`config.mk`:
```
export PLATFORM = sky130hd
export DESIGN_NAME = gefl_event_latch
export DESIGN_NICKNAME = d
export VERILOG_FILES = /design/src/pkg/gefl_pkg.sv /design/src/logic/gefl_event_latch.sv
export VERILOG_INCLUDE_DIRS = /design/src /design/src/pkg
export SDC_FILE = /design/constraint.sdc
export NUM_CORES = 1
export LEC_CHECK = 0
export BUFFER_PORTS_ARGS = -buffer_cell sky130_fd_sc_hd__buf_2
export CORE_UTILIZATION = 55
export CTS_BUF_LIST = sky130_fd_sc_hd__clkbuf_8 sky130_fd_sc_hd__clkbuf_16
export DETAILED_ROUTE_END_ITERATION = 7
export GPL_ROUTABILITY_DRIVEN = 0
export PLACE_DENSITY = 0.87
export SLEW_MARGIN = 20
export SYNTH_ARGS = -nofsm -noshare
export SYNTH_HDL_FRONTEND = slang
export SYNTH_SLANG_ARGS = --single-unit
```
`constraint.sdc`:
```
create_clock -name i_clk -period 3.5 [get_ports i_clk]
set_clock_uncertainty 0.2 [all_clocks]
set_input_delay 0.175 -clock i_clk [delete_from_list [all_inputs] [get_ports i_clk]]
set_output_delay 0.175 -clock i_clk [all_outputs]
set_load 0.05 [all_outputs]
```
`src/pkg/gefl_defines.svh`:
```
// Offsets, field positions and reset values of the global event flag latch.
// Assumes inclusion by bare name from package and design files.
`ifndef GEFL_DEFINES_SVH
`define GEFL_DEFINES_SVH

`define GEFL_FLAGS_OFFSET   8'h00
`define GEFL_FLAGS_RESET    8'h00
`define GEFL_BIT_LDO_A      7
`define GEFL_BIT_LDO_B      6
`define GEFL_BIT_THERM_HIGH 5
`define GEFL_BIT_THERM_LOW  4
`define GEFL_BIT_EN_RISE    3
`define GEFL_BIT_EN_FALL    2
`define GEFL_BIT_GP0_RISE   1
`define GEFL_BIT_GP0_FALL   0

`endif

```
`src/pkg/gefl_pkg.sv`:
```
// Types shared by the global event flag latch.
// Assumes gefl_defines.svh sits on the include path.
`include "gefl_defines.svh"

package gefl_pkg;
    typedef logic [7:0] gefl_flags_t;
endpackage

```
`src/logic/gefl_event_latch.sv`:
```
// Global event flag register: eight sticky event bits, cleared by a read.
// Assumes the serial slave gives a one-cycle read strobe and a register
// pointer on i_clk; analog detectors and pins are asynchronous levels.
//
// Operation
// - Bit 7 sets on LDO A dropout and holds until the register is read.
// - Bit 6 sets on LDO B dropout and holds until the register is read.
// - Bit 5 sets as temperature rises over the high alarm, held until read.
// - Bit 4 sets as temperature rises over the low alarm, held until read.
// - Bit 3 sets on a rising edge of the enable pin, held until read.
// - Bit 2 sets on a falling edge of the enable pin, held until read.
// - Bit 1 sets on a rise of general input 0 set as input, held until read.
// - Bit 0 sets on a fall of general input 0 set as input, held until read.
// - The register resets to zero; a read returns the flags and clears them.
`include "gefl_defines.svh"

module gefl_event_latch
    import gefl_pkg::*;
(
    input  wire logic       i_clk,
    input  wire logic       i_arst_n,
    input  wire logic       i_ldo_a_dropout,
    input  wire logic       i_ldo_b_dropout,
    input  wire logic       i_thermal_threshold_high,
    input  wire logic       i_thermal_threshold_low,
    input  wire logic       i_enable_pin_n,
    input  wire logic       i_general_input_pin,
    input  wire logic       i_gp0_is_input,
    input  wire logic       i_rd_strobe,
    input  wire logic [7:0] i_reg_ptr,
    output logic      [7:0] o_rd_data,
    output logic            o_rd_valid,
    output logic            o_flags_pending
);

    // ************************************************************
    // Input synchronisers
    // ************************************************************
    localparam int N_IN = 6;
    logic [N_IN-1:0] raw_in;
    logic [N_IN-1:0] sync1;
    logic [N_IN-1:0] sync2;
    logic [N_IN-1:0] sync_prev;
    logic            gp0_dir1;
    logic            gp0_dir;

    assign raw_in = {i_ldo_a_dropout, i_ldo_b_dropout,
                     i_thermal_threshold_high, i_thermal_threshold_low,
                     i_enable_pin_n, i_general_input_pin};

    genvar g;
    generate
        for (g = 0; g < N_IN; g++) begin : g_sync
            always_ff @(posedge i_clk or negedge i_arst_n) begin
                if (!i_arst_n) begin
                    sync1[g]     <= 1'b0;
                    sync2[g]     <= 1'b0;
                    sync_prev[g] <= 1'b0;
                end else begin
                    sync1[g]     <= raw_in[g];
                    sync2[g]     <= sync1[g];
                    sync_prev[g] <= sync2[g];
                end
            end
        end
    endgenerate

    always_ff @(posedge i_clk or negedge i_arst_n) begin
        if (!i_arst_n) begin
            gp0_dir1 <= 1'b0;
            gp0_dir  <= 1'b0;
        end else begin
            gp0_dir1 <= i_gp0_is_input;
            gp0_dir  <= gp0_dir1;
        end
    end

    // ************************************************************
    // Edge arming after reset
    // ************************************************************
    // Edges stay masked until sync_prev holds a sampled level, so a
    // pin that is already high as reset ends raises no false event.
    logic [2:0] arm_sr;
    logic       armed;

    always_ff @(posedge i_clk or negedge i_arst_n) begin
        if (!i_arst_n) begin
            arm_sr <= 3'h0;
        end else begin
            arm_sr <= {arm_sr[1:0], 1'b1};
        end
    end

    assign armed = arm_sr[2];

    // ************************************************************
    // Event decode
    // ************************************************************
    logic [7:0] evt;
    logic [N_IN-1:0] rise;
    logic [N_IN-1:0] fall;

    assign rise = {N_IN{armed}} & sync2 & ~sync_prev;
    assign fall = {N_IN{armed}} & ~sync2 & sync_prev;

    always_comb begin
        evt = 8'h00;
        evt[`GEFL_BIT_LDO_A]      = rise[5];
        evt[`GEFL_BIT_LDO_B]      = rise[4];
        evt[`GEFL_BIT_THERM_HIGH] = rise[3];
        evt[`GEFL_BIT_THERM_LOW]  = rise[2];
        evt[`GEFL_BIT_EN_RISE]    = rise[1];
        evt[`GEFL_BIT_EN_FALL]    = fall[1];
        evt[`GEFL_BIT_GP0_RISE]   = rise[0] & gp0_dir;
        evt[`GEFL_BIT_GP0_FALL]   = fall[0] & gp0_dir;
    end

    // ************************************************************
    // Flag register and read port
    // ************************************************************
    gefl_flags_t flags;
    gefl_flags_t next_flags;
    logic        rd_hit;

    assign rd_hit = i_rd_strobe && (i_reg_ptr == `GEFL_FLAGS_OFFSET);

    always_comb begin
        next_flags = (rd_hit ? 8'h00 : flags) | evt;
    end

    always_ff @(posedge i_clk or negedge i_arst_n) begin
        if (!i_arst_n) begin
            flags <= `GEFL_FLAGS_RESET;
        end else begin
            flags <= next_flags;
        end
    end

    always_ff @(posedge i_clk or negedge i_arst_n) begin
        if (!i_arst_n) begin
            o_rd_data       <= 8'h00;
            o_rd_valid      <= 1'b0;
            o_flags_pending <= 1'b0;
        end else begin
            o_rd_valid      <= i_rd_strobe;
            o_rd_data       <= rd_hit ? flags : 8'h00;
            o_flags_pending <= |next_flags;
        end
    end
endmodule // gefl_event_latch

```
Word-level counts from Yosys, hierarchy flattened
Index checks and enable logic that the tools add are counted.
{"block": "word_totals", "input_bits": 18, "reg_bits": 41, "word_cells": 39, "out_inout_bits": 10}
{"block": "classes", "n_mux": 2, "reduce_logical": 3, "bitwise_logic": 9}
{"op": "$mux 8", "n": 2}
{"op": "$and 6x6->6", "n": 2}
{"op": "$logic_not 8->1", "n": 1}
{"op": "$or 8x8->8", "n": 1}
{"op": "$reduce_or 8->1", "n": 1}
{"op": "$not 6->6", "n": 1}
{"op": "$and 2x2->2", "n": 2}
{"op": "$and 1x1->1", "n": 2}
{"op": "$not 2->2", "n": 1}
{"op": "$logic_and 1x1->1", "n": 1}

Depth between registers and ports, before layout
Gate-level depths: netlist of the first run.
{"block": "logic_depth", "word_depth": 6, "depth_mapped": 4}

Worst setup path before layout of the first run
OpenSTA, ideal clock, no wires.
{"block": "synth_timing", "path_kind": "register to register", "start": "register flags[2]", "end": "register o_flags_pending", "stages_incl_launch_ff": 4, "path_buffers": 0, "required_ns": 3.157, "period_less_slack_ns": 1.379, "path_slack_ns": 2.121, "arrival_time_ns": 1.036, "path_cell_list": "dfrtp_1 or4_1 nor2_1 o211ai_1"}
{"block": "synth_between", "elab_chain_cells": 3}
{"item": "start, declared", "line_no": "gefl_event_latch.sv:121", "source": "gefl_flags_t flags;"}
{"item": "start signal, assigned", "line_no": "gefl_event_latch.sv:133", "source": "flags <= `GEFL_FLAGS_RESET;"}
{"item": "start signal, assigned", "line_no": "gefl_event_latch.sv:135", "source": "flags <= next_flags;"}
{"item": "$mux 8", "line_no": "gefl_event_latch.sv:128", "source": "next_flags = (rd_hit ? 8'h00 : flags) | evt;"}
{"item": "$or 8x8->8", "line_no": "gefl_event_latch.sv:128"}
{"item": "$reduce_or 8->1", "line_no": "gefl_event_latch.sv:147", "source": "o_flags_pending <= |next_flags;"}
{"item": "end signal, assigned", "line_no": "gefl_event_latch.sv:147"}
{"item": "end, declared", "line_no": "gefl_event_latch.sv:33", "source": "output logic o_flags_pending"}
No other way between the ends.

Worst setup path in the final report of the first run
Same ends and word-level chain as after synthesis.

==> results of run 1 <==
==> worst register-to-register path, cell delays in order, from the launching register on <==
cell and delay (ns):
dfrtp_1 0.40, or4_1 0.52, nor2_1 0.12, o211ai_1 0.08
==> final timing paths <==
check                              from               to  slack (ns)  depth (start not counted)
max                            flags[2]  o_flags_pending        2.03                          3
min                        i_reg_ptr[6]         flags[0]        0.14                          3
max reg2reg                    flags[2]  o_flags_pending        2.03                          3
min reg2reg                    sync1[0]         sync2[0]        0.15                          0
max in group asynchronous      i_arst_n         sync1[2]        2.24                          2
min in group asynchronous      i_arst_n     o_rd_data[7]        0.34                          2
==> kinds of logic after synthesis <==
group,synth area share (%)
AO/OA/AOI/OAI,7.34
buffers and inverters,0.952
AND/OR/NAND/NOR,11.9
XOR/XNOR,1.33
flip-flops,78.2
other,0.286
==> per-stage QoR <==
stage	std cells	utilization, %
2_1_floorplan	81	-
3_3_place_gp	134	66.0
3_5_place_dp	134	66.0
4_1_cts	151	74.6
5_1_grt	151	74.6
6_report	151	74.6
==> state kept, by name (all words and copies together), names as in the netlist <==
| signal | count |
|---|---|
| flags | 8 |
| o_rd_data | 8 |
| sync1 | 6 |
| sync2 | 6 |
| sync_prev | 6 |
| arm_sr | 3 |
| gp0_dir | 1 |
| gp0_dir1 | 1 |
| o_flags_pending | 1 |
| o_rd_valid | 1 |
==> layout by cell type, fill, tap and decap left out <==
master / n
a2bb2oi_1: 1
nand4b_2: 1
xnor2_1: 1
a32o_1: 1
nor3_1: 1
o2bb2ai_1: 3
dlygate4sd3_1: 9
clkbuf_8: 7
inv_1: 1
nor2b_1: 4
and2_1: 8
o41ai_1: 1
xor2_1: 1
nand2b_1: 2
clkinv_2: 1
buf_2: 27
nand2_1: 2
a22o_1: 4
o211ai_1: 1
nor2_1: 1
or4_1: 2
conb_1: 1
dfrtp_1: 41
and4b_1: 1
nor4_2: 1
==> power groups by stage <==
stage | Combinational, mW | Clock, mW | Sequential (mW)
after floorplan | 0.0121 | 0 | 0.507
after global placement | 0.0335 | 0 | 0.506
after detailed placement | 0.0352 | 0 | 0.508
after CTS | 0.0431 | 0.328 | 0.499
after global routing | 0.0470 | 0.352 | 0.501
final | 0.0425 | 0.320 | 0.498
==> per-layer routing <==
metal  routed length, µm  vias up
met5                   0        -
met1                 748      399
met4                  20        0
li1                    -      359
met2                1110       29
met3                  93        3
==> area by class of cell <==
cell class,instances,area [µm²]
Clock buffer,7,96.3
Clock inverter,1,5.00
Fill cell,150,568
Inverter,1,3.75
Multi-Input combinational cell,37,274
Sequential cell,41,1030
Tap cell,28,35.0
Timing Repair Buffer,36,225
==> flow_summary.json, run 1 <==
{
  "setup_ws_ns": 2.03,
  "ir_drop_v": 0.000478,
  "insertion_delay_ns": 0.28,
  "clockPowerShare_pct": 37.2,
  "first_iter_violations": 5,
  "met1_usage_pct": 20.9,
  "worstSetupPathType": "reg2reg",
  "first_pass_iters": 4,
  "final_antenna_net_count": 0,
  "grt_max_degree": 42,
  "syn_inst": 81,
  "hold_viol_final": 0,
  "final_layout_size_suffix_gt1_share_pct": 30.1,
  "yosysUniqueCellTypes": 23,
  "power_mw": 0.861,
  "wl_mm": 1.97,
  "ctsResizeCount": 0,
  "overflow": 0,
  "setup_violations": 0,
  "yosys_warnings": 0,
  "numPortBuffers": 27,
  "intPower_mw": 0.689,
  "syn-num-nets": 99,
  "cp.required_ns": 3.44,
  "use_met2_pct": 33.8,
  "grt_pass1_wl_mm": 3.41,
  "synth_area_um2": 1310,
  "grt_usage_pct": 19.1,
  "critPathCaptureType": "flip-flop",
  "grt_pass1_vias": 825,
  "hp-class": "in2reg",
  "synthTopCellsByArea": "dfrtp_1 78%, and2_1 3.8%, a22o_1 2.7%",
  "placementRows": 17,
  "maxCapViolations": 0,
  "p_switching_mw": 0.172,
  "ys_top_cells_by_count": "41 x dfrtp_1, 8 x and2_1, 4 x a22o_1, 4 x nor2b_1, 3 x o2bb2ai_1",
  "seqPwrFrac_pct": 57.9,
  "rsz0062_at_grt": "false",
  "path_clk_slew_ns": 0.07,
  "cts_tree": "yes",
  "stdcell_area_um2": 1670,
  "dpl_cell_area_um2": 1470,
  "worst_path_max_delay_cell": "or4_1",
  "hold_slack_ns": 0.143,
  "grt.met3_usage_pct": 5.65,
  "diodes": 0,
  "holdBufCountCts": 9,
  "start_util_pct": 58.8,
  "crit_chain": "or4_1 > nor2_1 > o211ai_1",
  "synth_seq_cells": 41,
  "leakagePower_nw": 0.795,
  "cp.arrival_ns": 1.41,
  "dpl_worst_slack_ns": 1.99,
  "crit_family": "simple AND/OR/NAND/NOR gates",
  "cts_root_buf": "clkbuf_8",
  "synth_seq_area_share_pct": 78.2,
  "max_slew_margin_pct": 43.8,
  "cts.sinks": 41,
  "final_nets": 140,
  "totalNegativeSetupSlack_ns": 0,
  "die_area_um2": 2590,
  "dp_hpwl_mm": 1.34,
  "die_w_um": 50.9,
  "area_delta_synth_final_pct": 26.9,
  "chipHeight_um": 50.9,
  "wl_per_cell_um": 13.0,
  "powerDensity_nw_per_um2": 517,
  "cp_max_fo": 3,
  "yosys.area.top_type": "dfrtp_1",
  "slew_violations": 0,
  "cp-start-kind": "flip-flop",
  "fin_crit_sh_pct": 42.0,
  "avgSynthCellArea_um2": 16.2,
  "clockBufferDepth": 2,
  "antenna_found_initial": 0,
  "max_stage_delay_ns": 0.52,
  "cts_buffers": 5,
  "timing.fmax_mhz": 680,
  "min_period_ns": 1.47,
  "via_count": 790,
  "yosys.cell_count.top_type": "dfrtp_1",
  "drc_errors": 0,
  "synth_top_cell_area_share_pct": 78.2,
  "synth-edff-count": 0,
  "path_buf_inv": 0,
  "via_per_inst": 5.23,
  "post_cts_buffers": 0,
  "outcome": "complete, no violations",
  "core-area_um2": 2230,
  "power_frac_comb_pct": 4.9,
  "synthArstFlopShare_pct": 100,
  "synth_ff_type": "dfrtp_1",
  "grt.busiest_layer": "met2",
  "worstMarginPinSlew_ns": 0.843,
  "swShare_pct": 20.0,
  "cts_max_level": 2,
  "io_pins": 28
}
No activity file was read; power rests on OpenSTA's default activity.
==> inputs of run 2 (changes only) <==
--- a/config.mk
+++ b/config.mk
@@ -7,11 +7,11 @@
 export NUM_CORES = 1
 export LEC_CHECK = 0
 export BUFFER_PORTS_ARGS = -buffer_cell sky130_fd_sc_hd__buf_2
-export CORE_UTILIZATION = 55
+export CORE_UTILIZATION = 51
 export CTS_BUF_LIST = sky130_fd_sc_hd__clkbuf_8 sky130_fd_sc_hd__clkbuf_16
 export DETAILED_ROUTE_END_ITERATION = 7
 export GPL_ROUTABILITY_DRIVEN = 0
-export PLACE_DENSITY = 0.87
+export PLACE_DENSITY = 0.82
 export SLEW_MARGIN = 20
 export SYNTH_ARGS = -nofsm -noshare
 export SYNTH_HDL_FRONTEND = slang
==> constraint.sdc (replaced) <==
create_clock -name i_clk -period 1.45 [get_ports i_clk]
set_clock_uncertainty 0.2 [all_clocks]
set_input_delay 0.0725 -clock i_clk [delete_from_list [all_inputs] [get_ports i_clk]]
set_output_delay 0.0725 -clock i_clk [all_outputs]
set_load 0.05 [all_outputs]
==> flow_summary.json, run 2 (same netlist as run 1, synthesis figures left out) <==
{
  "outcome": "complete, but fails checks",
  "violations": "setup timing",
  "intPower_mw": 1.67,
  "cts_tree": "yes",
  "leakagePower_nw": 0.818,
  "maxCapViolations": 0,
  "rsz0062_at_grt": "true",
  "drc_errors": 0,
  "first_pass_iters": 5,
  "timing.fmax_mhz": 666,
  "crit_chain": "or4_1 > nor2_2 > o211ai_1",
  "via_count": 778,
  "swShare_pct": 20.7,
  "worstReg2RegEnd": "o_flags_pending",
  "postLayoutCoreUtil_pct": 69.9,
  "fin_crit_sh_pct": 104,
  "grt.met3_usage_pct": 8.70,
  "cp.arrival_ns": 1.45,
  "final_antenna_net_count": 0,
  "die_w_um": 52.7,
  "chipHeight_um": 52.7,
  "cts_max_level": 2,
  "start_util_pct": 53.5,
  "stdcell_count": 157,
  "r2r-start": "flags[5]",
  "seqPwrFrac_pct": 57.1,
  "reg_top3": "flags: 8 flops, o_rd_data: 8 flops",
  "grt_pass1_wl_mm": 3.53,
  "final_common_cell": "dfrtp_1",
  "worstHoldStart": "i_reg_ptr[6]",
  "wl_mm": 2.11,
  "rrSetupSlack_ns": -0.05,
  "cp.required_ns": 1.40,
  "final_layout_size_suffix_gt1_share_pct": 33.9,
  "dpl_worst_slack_ns": -0.0289,
  "clockBufferDepth": 2,
  "use_met2_pct": 31.0,
  "max_stage_delay_ns": 0.56,
  "grt_pass1_vias": 806,
  "first_iter_violations": 3,
  "via_per_inst": 4.96,
  "cts_buffers": 5,
  "numPortBuffers": 27,
  "p_switching_mw": 0.435,
  "worstHoldPathCells": 3,
  "path_clk_slew_ns": 0.07,
  "power_mw": 2.11,
  "crit_family": "simple AND/OR/NAND/NOR gates",
  "dp_cells": 137,
  "cts_root_buf": "clkbuf_8",
  "slew_violations": 0,
  "overflow": 0,
  "clockPowerShare_pct": 37.5,
  "area_delta_synth_final_pct": 30.8,
  "placementRows": 18,
  "ff2ff_path_depth": 3,
  "cts.sinks": 41,
  "path_buf_inv": 0,
  "hp-class": "in2reg",
  "io_pins": 28,
  "power_frac_comb_pct": 5.3,
  "diodes": 0,
  "grt_max_degree": 22,
  "met1_usage_pct": 21.7,
  "worst_path_max_delay_cell": "or4_1",
  "die_area_um2": 2780,
  "min_period_ns": 1.50,
  "insertion_delay_ns": 0.29,
  "antenna_found_initial": 0,
  "core-area_um2": 2450,
  "critPathCaptureType": "flip-flop",
  "cp_max_fo": 3,
  "final_nets": 144,
  "grt_usage_pct": 19.3,
  "ir_drop_v": 0.00132,
  "cp-start-kind": "flip-flop",
  "setup_violations": 1,
  "wl_per_cell_um": 13.4,
  "min_to": "flags[3]",
  "setup_ws_ns": -0.0512,
  "final_cell_mix": "41 x dfrtp_1, 27 x buf_2, 9 x dlygate4sd3_1",
  "grt.busiest_layer": "met2",
  "totalNegativeSetupSlack_ns": -0.0512,
  "worstSetupPathType": "reg2reg",
  "powerDensity_nw_per_um2": 1230,
  "hold_viol_final": 0
}
## run 2: cell count changes in the layout (fill, tap and decap cells not counted)
cell and change:
buf_12 +1, buf_4 +3, nor2_1 -1, nor2_2 +1, or4_1 -1, or4_4 +1
## run 2: power groups by stage
stage / Combinational (mW) / Sequential, mW / Clock (mW)
floorplan: 0.0291 / 1.22 / 0
global placement: 0.0878 / 1.22 / 0
detailed placement: 0.0912 / 1.23 / 0
CTS: 0.112 / 1.20 / 0.817
global route: 0.124 / 1.21 / 0.859
finish: 0.112 / 1.20 / 0.790
## run 2: area by class of cell
cell class | count | area, µm²
Sequential cell | 41 | 1030
Fill cell | 164 | 738
Multi-Input combinational cell | 37 | 280
Timing Repair Buffer | 40 | 268
Clock buffer | 7 | 96.3
Tap cell | 30 | 37.5
Clock inverter | 1 | 5.00
Inverter | 1 | 3.75
## run 2: stage by stage
| stage | instance area, µm² | hold WS, ns |
|---|---|---|
| after global placement | 1500 | -0.144 |
| after detailed placement | 1500 | -0.140 |
| after CTS | 1700 | 0.0363 |
| final | 1720 | 0.0399 |
| after global routing | 1720 | 0.0460 |
| after floorplan | 1310 | -0.423 |
## run 2: worst max path at each step
stage	start	to	slack, ns	depth (start not counted)
3_5_place_dp	flags[2]	o_flags_pending	-0.03	3
3_3_place_gp	flags[2]	o_flags_pending	0.04	3
2_1_floorplan	flags[2]	o_flags_pending	0.07	3
5_1_grt	flags[5]	o_flags_pending	-0.11	3
4_1_cts	flags[4]	o_flags_pending	-0.03	3
6_report	flags[5]	o_flags_pending	-0.05	3
## run 2: timing repair
item                                   4_1_cts  5_1_grt
buffers inserted                             2        1
pin swaps                                    2        1
setup endpoints to repair                    1        1
endpoints found under the hold margin       49        0
gates resized for setup                      0        2
hold buffers                                 9        0
## run 2: worst reg2reg max path: cells and delay by family (launching register included)
kind / cells / cell delay [ns]
flops: 1 / 0.39
simple gates: 2 / 0.69
compound gates: 1 / 0.08
## run 2: layer usage
metal,routed length (µm),share of wire [%]
met1,871,41
met2,1080,51
met3,116,5.5
met4,40,1.9
met5,0,0
